<file path="config.mk">
export PLATFORM = sky130hd
export DESIGN_NAME = boundary_run_test_engine
export DESIGN_NICKNAME = d
export VERILOG_FILES = /design/src/logic/sync_2ff.v /design/src/logic/lfsr_next.v /design/src/logic/boundary_run_test_engine.v
export VERILOG_INCLUDE_DIRS = /design/src /design/src/common
export SDC_FILE = /design/constraint.sdc
export NUM_CORES = 1
export LEC_CHECK = 0
export ABC_CLOCK_PERIOD_IN_PS = 10930
export BUFFER_PORTS_ARGS = -buffer_cell sky130_fd_sc_hd__clkbuf_2
export CORE_UTILIZATION = 25
export CTS_CLUSTER_SIZE = 28
export DETAILED_ROUTE_END_ITERATION = 8
export PLACE_DENSITY_LB_ADDON = 0.25
export SYNTH_ARGS = -nofsm -noshare
export SYNTH_HDL_FRONTEND = slang
export SYNTH_SLANG_ARGS = --single-unit
</file>
<file path="constraint.sdc">
create_clock -name SYS_CLK -period 10.93 [get_ports SYS_CLK]
set_clock_uncertainty 0.1 [all_clocks]
set_input_delay 1.093 -clock SYS_CLK [delete_from_list [all_inputs] [get_ports SYS_CLK]]
set_output_delay 1.093 -clock SYS_CLK [all_outputs]
set_load 0.01 [all_outputs]
</file>
<file path="src/common/boundary_run_test_consts.vh">
// Constants shared by the boundary run-test engine files
`ifndef BOUNDARY_RUN_TEST_CONSTS_VH
`define BOUNDARY_RUN_TEST_CONSTS_VH

// Control register layout
`define CTRL_W 11
`define CTRL_RST 11'h000
`define OPC_MSB 2
`define OPC_LSB 0
`define OPC_LOW_MSB 1
`define MASK_MSB 10
`define MASK_LSB 3

// Operation codes, low two bits where the top bit is ignored, except 011 and 111 which use all three bits
`define CODE_SAMPLE 2'h0
`define CODE_PATTERN 2'h1
`define CODE_SIGNATURE 2'h2
`define CODE_SIG_PATTERN 3'h3
`define CODE_SIG_COUNT 3'h7

// Cell groups: each pin side has an input and an output cell group
`define GRP_W 8
`define GRP_RST 8'h00
`define GRP_A_IN 2'h0
`define GRP_A_OUT 2'h1
`define GRP_B_IN 2'h2
`define GRP_B_OUT 2'h3
`define GRP_CNT 4

// Galois feedback masks for maximal-length polynomials
`define TAPS_16 16'hb400
`define TAPS_8 8'hb8
`define ONE_8 8'h01

`endif

</file>
<file path="src/logic/sync_2ff.v">
// Two-stage synchroniser for a bundle of asynchronous inputs
`timescale 1ns/1ps

module sync_2ff #(
    parameter WIDTH = 1
) (
    input wire clk,
    input wire rst,
    input wire [WIDTH-1:0] din,
    output reg [WIDTH-1:0] dout
);

reg [WIDTH-1:0] meta_r;

// First stage feeds only the second stage
always @(posedge clk or posedge rst)
begin
    if (rst)
    begin
        meta_r <= {WIDTH{1'b0}};
        dout <= {WIDTH{1'b0}};
    end
    else
    begin
        meta_r <= din;
        dout <= meta_r;
    end
end

endmodule

</file>
<file path="src/logic/lfsr_next.v">
// One step of a Galois linear-feedback register with parallel data folded in
`timescale 1ns/1ps
`include "boundary_run_test_consts.vh"

module lfsr_next #(
    parameter WIDTH = 16,
    parameter [WIDTH-1:0] TAPS = `TAPS_16
) (
    input wire [WIDTH-1:0] state,
    input wire [WIDTH-1:0] data,
    output wire [WIDTH-1:0] next
);

// Shift right, feed back the low bit through the taps, then mix data in.
// With zero data an all-zero state stays all zero.
assign next = (state >> 1) ^ (state[0] ? TAPS : {WIDTH{1'b0}}) ^ data;

endmodule

</file>
<file path="src/logic/boundary_run_test_engine.v">
// Boundary run-test engine: sample/toggle, pattern, signature and count modes
`timescale 1ns/1ps
`include "boundary_run_test_consts.vh"

// What this block does
// - Operation picked from the three low bits of the control register.
// - X00 sample/toggle, X01 16-bit pattern, X10 16-bit signature.
// - 011 8-bit signature plus pattern; 111 8-bit signature plus count.
// - Operations run only under the run-test instruction in Run-Test/Idle.
// - Control-input cells, chain bits 39 to 32, stay out of all algorithms.
// - Output-enable cells still decide whether output pins drive.
// - Operations run only when the two direction enables differ, else bypass.
// - Control bits 10 to 3 mask inputs 8 to 1 on the input side.
// - A masked input does not affect the signature; unmasked ones compress.
// - Sample mode captures input pins each TCK rise and feeds the core.
// - Toggle inverts output cells each rise, drives pins each fall.
// - Pattern mode steps a 16-bit LFSR each rise, applies it each fall.
// - An all-zero seed keeps the pattern stuck at zero.
// - Signature mode compresses unmasked inputs into 16 bits each rise.
// - In 16-bit signature mode output latches hold and keep driving.
// - Combined 8-bit mode compresses unmasked inputs into 8 bits each rise.
// - Code 011 also steps an 8-bit pattern in the output cells.
// - Count mode counts up; opposite output cells take carries, 16 bits.
module boundary_run_test_engine #(
    parameter CW = `CTRL_W,
    parameter GW = `GRP_W
) (
    input wire SYS_CLK,
    input wire SYS_RST,
    input wire TCK,
    input wire RUN_TEST_IDLE,
    input wire A_OE_CELL_N,
    input wire B_OE_CELL_N,
    input wire CTRL_UPDATE,
    input wire [CW-1:0] CTRL_IN,
    input wire SEED_LOAD,
    input wire [4*GW-1:0] SEED_IN,
    input wire [GW-1:0] A_PIN_IN,
    input wire [GW-1:0] B_PIN_IN,
    output reg [GW-1:0] A_PIN_OUT,
    output reg A_PIN_OE,
    output reg [GW-1:0] B_PIN_OUT,
    output reg B_PIN_OE,
    output reg [GW-1:0] CORE_A_IN,
    output reg [GW-1:0] CORE_B_IN,
    output reg [CW-1:0] CTRL_STATE,
    output reg [4*GW-1:0] CELL_STATE,
    output reg [5:0] MODE_STATE
);

// One-hot operation states
localparam [5:0] ST_IDLE = 6'h01;
localparam [5:0] ST_SAMPLE = 6'h02;
localparam [5:0] ST_PATTERN = 6'h04;
localparam [5:0] ST_SIGNATURE = 6'h08;
localparam [5:0] ST_SIG_PATTERN = 6'h10;
localparam [5:0] ST_SIG_COUNT = 6'h20;

localparam SW = 6 + CW + 4 * GW + 2 * GW;

// Map the low control bits onto an operation state
function [5:0] decode_op;
    input [`OPC_MSB:`OPC_LSB] code;
    begin
        if (code == `CODE_SIG_PATTERN)
            decode_op = ST_SIG_PATTERN;
        else if (code == `CODE_SIG_COUNT)
            decode_op = ST_SIG_COUNT;
        else
        begin
            case (code[`OPC_LOW_MSB:`OPC_LSB])
                `CODE_SAMPLE: decode_op = ST_SAMPLE;
                `CODE_PATTERN: decode_op = ST_PATTERN;
                `CODE_SIGNATURE: decode_op = ST_SIGNATURE;
                default: decode_op = ST_IDLE;
            endcase
        end
    end
endfunction

// Everything from the TAP side and the pins is asynchronous to SYS_CLK.
// Buses are only read on a synchronised strobe edge or on a TCK edge,
// which lags them by the same two stages, so bit skew does not matter.
wire [SW-1:0] raw_in;
wire [SW-1:0] syn;

assign raw_in = {TCK, RUN_TEST_IDLE, A_OE_CELL_N, B_OE_CELL_N, CTRL_UPDATE,
    SEED_LOAD, CTRL_IN, SEED_IN, A_PIN_IN, B_PIN_IN};

sync_2ff #(
    .WIDTH(SW)
) u_sync (
    .clk(SYS_CLK),
    .rst(SYS_RST),
    .din(raw_in),
    .dout(syn)
);

wire s_tck = syn[SW-1];
wire s_run = syn[SW-2];
wire s_oea_n = syn[SW-3];
wire s_oeb_n = syn[SW-4];
wire s_upd = syn[SW-5];
wire s_seed = syn[SW-6];
wire [CW-1:0] s_ctrl = syn[4*GW+2*GW+CW-1:4*GW+2*GW];
wire [4*GW-1:0] s_seed_val = syn[4*GW+2*GW-1:2*GW];
wire [GW-1:0] s_a_pin = syn[2*GW-1:GW];
wire [GW-1:0] s_b_pin = syn[GW-1:0];

reg tck_d_r;
reg upd_d_r;
reg seed_d_r;
reg [CW-1:0] ctrl_r;
reg [5:0] mode_r;
reg [5:0] mode_nxt;
reg [GW-1:0] sh_r [0:`GRP_CNT-1];
reg [GW-1:0] lat_r [0:`GRP_CNT-1];
integer i;

// Edges of the sampled TCK and of the TAP strobes
wire tck_rise = s_tck & ~tck_d_r;
wire tck_fall = ~s_tck & tck_d_r;
wire upd_rise = s_upd & ~upd_d_r;
wire seed_rise = s_seed & ~seed_d_r;

// Exactly one direction enabled; A_OE_CELL_N high means A-to-B flow
wire dir_ok = s_oea_n ^ s_oeb_n;
wire a_to_b = s_oea_n;
wire [1:0] g_in = a_to_b ? `GRP_A_IN : `GRP_B_IN;
wire [1:0] g_out = a_to_b ? `GRP_B_OUT : `GRP_A_OUT;
wire [1:0] g_opp = a_to_b ? `GRP_A_OUT : `GRP_B_OUT;
wire [GW-1:0] pins_in = a_to_b ? s_a_pin : s_b_pin;

// Only the selected data cells are wired in; control cells never are
wire [GW-1:0] in_sh = sh_r[g_in];
wire [GW-1:0] out_sh = sh_r[g_out];
wire [GW-1:0] opp_sh = sh_r[g_opp];

// Bit 10 masks input 8 down to bit 3 masking input 1
wire [GW-1:0] mask = ctrl_r[`MASK_MSB:`MASK_LSB];
wire [GW-1:0] din_m = pins_in & ~mask;

// Mode selection follows the synchronised run-test qualifier
always @*
begin
    if (s_run && dir_ok)
        mode_nxt = decode_op(ctrl_r[`OPC_MSB:`OPC_LSB]);
    else
        mode_nxt = ST_IDLE;
end

// Feedback steps; output cells form the upper half of the 16-bit register
wire [2*GW-1:0] st16 = {out_sh, in_sh};
wire [2*GW-1:0] dat16 = (mode_r == ST_SIGNATURE) ? {{GW{1'b0}}, din_m} : {2*GW{1'b0}};
wire [2*GW-1:0] nxt16;
wire [GW-1:0] nxt8_sig;
wire [GW-1:0] nxt8_pat;
wire [GW:0] cnt_sum = {1'b0, out_sh} + {1'b0, `ONE_8};

lfsr_next #(
    .WIDTH(2 * GW),
    .TAPS(`TAPS_16)
) u_lfsr16 (
    .state(st16),
    .data(dat16),
    .next(nxt16)
);

lfsr_next #(
    .WIDTH(GW),
    .TAPS(`TAPS_8)
) u_sig8 (
    .state(in_sh),
    .data(din_m),
    .next(nxt8_sig)
);

lfsr_next #(
    .WIDTH(GW),
    .TAPS(`TAPS_8)
) u_pat8 (
    .state(out_sh),
    .data({GW{1'b0}}),
    .next(nxt8_pat)
);

// Strobe history, control register and operation state
always @(posedge SYS_CLK or posedge SYS_RST)
begin
    if (SYS_RST)
    begin
        tck_d_r <= 1'b0;
        upd_d_r <= 1'b0;
        seed_d_r <= 1'b0;
        ctrl_r <= `CTRL_RST;
        mode_r <= ST_IDLE;
    end
    else
    begin
        tck_d_r <= s_tck;
        upd_d_r <= s_upd;
        seed_d_r <= s_seed;
        if (upd_rise)
            ctrl_r <= s_ctrl;
        mode_r <= mode_nxt;
    end
end

// Shift stages change on TCK rise, shadow latches on TCK fall.
// A seed scan is only honoured while no operation runs, so a stray
// strobe cannot corrupt a signature being gathered.
always @(posedge SYS_CLK or posedge SYS_RST)
begin
    if (SYS_RST)
    begin
        for (i = 0; i < `GRP_CNT; i = i + 1)
        begin
            sh_r[i] <= `GRP_RST;
            lat_r[i] <= `GRP_RST;
        end
    end
    else if (mode_r == ST_IDLE)
    begin
        if (seed_rise)
        begin
            for (i = 0; i < `GRP_CNT; i = i + 1)
                sh_r[i] <= s_seed_val[i*GW +: GW];
        end
    end
    else if (tck_rise)
    begin
        case (mode_r)
            ST_SAMPLE:
            begin
                sh_r[g_in] <= pins_in;
                sh_r[g_out] <= ~out_sh;
            end
            ST_PATTERN, ST_SIGNATURE:
            begin
                sh_r[g_out] <= nxt16[2*GW-1:GW];
                sh_r[g_in] <= nxt16[GW-1:0];
            end
            ST_SIG_PATTERN:
            begin
                sh_r[g_in] <= nxt8_sig;
                sh_r[g_out] <= nxt8_pat;
            end
            ST_SIG_COUNT:
            begin
                sh_r[g_in] <= nxt8_sig;
                sh_r[g_out] <= cnt_sum[GW-1:0];
                sh_r[g_opp] <= opp_sh + {{(GW-1){1'b0}}, cnt_sum[GW]};
            end
            default:
            begin
                sh_r[g_in] <= in_sh;
            end
        endcase
    end
    else if (tck_fall)
    begin
        lat_r[g_in] <= in_sh;
        if (mode_r != ST_SIGNATURE)
            lat_r[g_out] <= out_sh;
        else
            lat_r[g_out] <= lat_r[g_out];
    end
end

// Output stage: pins and core inputs follow the shadow latches
always @(posedge SYS_CLK or posedge SYS_RST)
begin
    if (SYS_RST)
    begin
        A_PIN_OUT <= `GRP_RST;
        B_PIN_OUT <= `GRP_RST;
        A_PIN_OE <= 1'b0;
        B_PIN_OE <= 1'b0;
        CORE_A_IN <= `GRP_RST;
        CORE_B_IN <= `GRP_RST;
        CTRL_STATE <= `CTRL_RST;
        CELL_STATE <= {4*GW{1'b0}};
        MODE_STATE <= ST_IDLE;
    end
    else
    begin
        A_PIN_OUT <= lat_r[`GRP_A_OUT];
        B_PIN_OUT <= lat_r[`GRP_B_OUT];
        A_PIN_OE <= ~s_oea_n;
        B_PIN_OE <= ~s_oeb_n;
        CORE_A_IN <= lat_r[`GRP_A_IN];
        CORE_B_IN <= lat_r[`GRP_B_IN];
        CTRL_STATE <= ctrl_r;
        CELL_STATE <= {sh_r[3], sh_r[2], sh_r[1], sh_r[0]};
        MODE_STATE <= mode_r;
    end
end

endmodule

</file>
==> impl_metrics.csv <==
group,metric,value,unit
floorplanning,die_height,213,um
cells_and_area,num-fill-cells,4482,
routing,routed_wl,32000,um
pwr,power.density,240,nW/um2
clock_tree,tritoncts_clock_tree,"yes",
clock_tree,post_cts_resize_count,0,
pwr,vdd_drop_max,0.000106,V
floorplanning,width_of_the_die,213,um
routing,initialDrtViolationCount,650,
yosys,synth_cell_type_count,71,
floorplanning,initial_utilization,25.6,%
routing,detailedRoute.firstPassIterationCount,5,
global_route,antenna_violations_before_repair,2,
timing,rsz0062_at_grt,"false",
clock_tree,clk_transition_reported_paths,0.06,ns
timing,drv_slew,0,
yosys,synth-async-reset-ratio,100,%
routing,antenna_viol_nets_final,0,
worst_setup_path,standard_cell_with_the_maximum_stage_delay_on_the_critical_path,"sky130_fd_sc_hd__a2111oi_0",
cells_and_area,drive_above_1_share,26.7,%
yosys,yosysTopAreaCellShare,66.3,%
global_route,largest_net_degree_at_the_start_of_global_routing,112,
yosys,mean_cell_area_of_the_mapped_netlist,12.8,um2
yosys,syn-cell-area,11100,um2
floorplanning,io_pins,150,
yosys,synth.largest_area_cell,"sky130_fd_sc_hd__dfrtp_1",
cells_and_area,multi_input_area,3410,um2
floorplanning,area_inside_the_core_boundary,43600,um2
worst_setup_path,path_cells,"inv_1 > buf_4 > o21ai_0 > ha_1 > and4b_1 > ha_1 > nand2_1 > a2111oi_0 > a21oi_1 > nor4b_1 > a211oi_1",
worst_setup_path,critPathBufInv,2,
timing,layout_setup_ws,6.89,ns
yosys,ys_seq_elements,297,
cells_and_area,finalNetCount,1083,
worst_setup_path,critical_path.max_stage_delay,0.88,ns
clock_tree,hold_buffers,0,
worst_setup_path,cp-end-kind,"flop",
yosys,synth_cells,871,
hold_path,hold_path.class,"reg2reg",
cells_and_area,seqCellArea,7440,um2
cells_and_area,antenna_cells_inserted,0,
placed_design,port_buffers,149,
cells_and_area,area_delta_synth_final,22.1,%
worst_setup_path,crit_top_cell,"sky130_fd_sc_hd__ha_1",
global_route,groute.usage.overall,14.5,%
yosys,number_of_enable_flip_flop_cells_after_synthesis,0,
yosys,netlist_top_cells_area,"sky130_fd_sc_hd__dfrtp_1 (66%), sky130_fd_sc_hd__mux2_2 (4.3%), sky130_fd_sc_hd__o21ai_0 (3.0%), sky130_fd_sc_hd__nand2_1 (2.6%), sky130_fd_sc_hd__mux2i_1 (1.8%)",
yosys,yosysMostFrequentCell,"sky130_fd_sc_hd__dfrtp_1",
routing,num_vias,7467,
clock_tree,skew_pair_late_insertion_delay,0.54,ns
floorplanning,rows,76,
clock_tree,cts.htree.levels,2,
timing,timing.fmax,248,MHz
floorplanning,design.die.area,45400,um2
clock_tree,clock_tree_root,"sky130_fd_sc_hd__clkbuf_16",
global_route,wire_length_of_the_first_global_routing_pass,48200,um
yosys,synth_warnings,0,
routing,drc,0,
worst_setup_path,worst_ep_required_time,11.20,ns
worst_setup_path,cp_top_family,"compound AO/OA/AOI/OAI gates",
clock_tree,numClockSinks,297,
placed_design,hpwlAfterDp,22000,um
global_route,grt_overflow,0,
yosys,synth_nets,941,
pwr,p_leak,6.08,nW
timing,layout_min_cycle_time,4.04,ns
clock_tree,cts_buffer_depth,3,
run,cap_violations,0,
status,status,"complete, no violations",
global_route,via_count_of_the_first_global_routing_pass,7611,
worst_setup_path,crit_path_max_fanout,44,
worst_setup_path,timing.setup.critical_path_class,"reg2reg",
timing,setup_tns,0,ns
placed_design,place_worst_setup_slack,7.04,ns
routing,vias_per_cell,4.60,
clock_tree,cts_setup_buffers,0,
placed_design,gp_congestion,0.913,
yosys,yosys-top-cells-count,"sky130_fd_sc_hd__dfrtp_1 (295), sky130_fd_sc_hd__nand2_1 (76), sky130_fd_sc_hd__o21ai_0 (66)",
clock_tree,cts_inserted_buffers,35,
timing,setup_violations,0,
worst_setup_path,worstPathArrival,4.31,ns
worst_setup_path,worstSetupStartpointType,"flop",
routing,post_drt_wl_per_cell,19.7,um
timing,finalCritPeriodShare,36.9,%
timing,slew_headroom,21.0,%
yosys,sequential_share_of_the_synthesized_area,66.8,%
timing,hold_viol_final,0,
timing,worst_pin_slew,1.18,ns
yosys,yosys_most_used_dff,"sky130_fd_sc_hd__dfrtp_1",
==> layout by cell type (no fill, tap or decap), drive strengths merged, types with 5 or more instances in the layout <==
master,instances
dfrtp,295
clkbuf,197
nand2,76
o21ai,67
mux2,43
nor2,38
a21oi,34
mux2i,20
xnor2,18
inv,18
a31oi,14
nor2b,13
nor3,12
buf,11
clkinv,11
nand3,10
o22ai,9
a221oi,9
xor2,8
a211oi,8
nand2b,7
a22oi,7
o31ai,7
nor4,6
nand4,5
o211ai,5
o2bb2ai,5
==> power by group <==
group          internal, mW  switching, mW
combinational         0.256          0.312
clock                 0.667          0.462
sequential             1.34          0.229
total                  2.26           1.00
==> kinds of logic (layout without fill, tap and decap cells) <==
kind of cell | count (synthesis) | after routing | synth area share (%)
flip-flops | 297 | 297 | 66.8
adder cells (fa/ha/maj) | 3 | 3 | 0.337
XOR/XNOR | 26 | 26 | 2.04
AO/OA/AOI/OAI | 215 | 215 | 13.0
multiplexers | 63 | 63 | 6.15
AND/OR/NAND/NOR | 196 | 196 | 8.98
buffers and inverters | 71 | 239 | 2.77
==> stage by stage <==
stage	total power, mW	util (%)	instances	hold WS, ns	area (um2)
after global placement	2.16	28.6	1561	0.235	12500
after detailed placement	2.16	28.6	1561	0.235	12500
after CTS	3.32	31.2	1624	0.240	13600
after floorplan	1.86	-	871	0.231	11100
after global routing	3.45	31.2	1624	0.251	13600
final	3.27	31.2	1624	0.241	13600
==> per-layer routing <==
metal	vias to the layer above	wire length, um	GRT usage, %
li1	3416	-	-
met1	3724	14600	19.9
met2	263	14100	21.4
met3	62	2310	3.77
met4	2	980	6.13
met5	-	13	0
==> final cells by class <==
cell class | instances | share of cell area [%]
sequential | 297 | 54.7
clock buffer | 48 | 7.33
multi-input combinational | 503 | 25.1
tap | 585 | 5.38
clock inverter | 15 | 0.920
timing repair buffer | 160 | 6.09
inverter | 16 | 0.497
==> final timing paths <==
| kind | to | start | slack [ns] | cells past startpoint |
|---|---|---|---|---|
| worst max register to register | sh_r[21]$_DFFE_PP0P_ | u_sync.dout[62]$_DFF_PP0_ | 6.89 | 11 |
| max in group asynchronous | u_sync.meta_r[0]$_DFF_PP0_ | SYS_RST | 8.09 | 4 |
| worst max-delay path | sh_r[21]$_DFFE_PP0P_ | u_sync.dout[62]$_DFF_PP0_ | 6.89 | 11 |
| worst min-delay path | u_sync.dout[15]$_DFF_PP0_ | u_sync.meta_r[15]$_DFF_PP0_ | 0.24 | 0 |
| worst min register to register | u_sync.dout[15]$_DFF_PP0_ | u_sync.meta_r[15]$_DFF_PP0_ | 0.24 | 0 |
| min in group asynchronous | CELL_STATE[22]$_DFF_PP0_ | SYS_RST | 0.51 | 2 |
==> registers in the layout, summed over array words and instances, names as in the netlist, 8 cells and up <==
signal	count
A_PIN_OUT	8
B_PIN_OUT	8
CELL_STATE	32
CORE_A_IN	8
CORE_B_IN	8
CTRL_STATE	11
ctrl_r	11
lat_r	32
sh_r	32
u_sync.dout	65
u_sync.meta_r	65
Power figures use the tool's default switching activity.
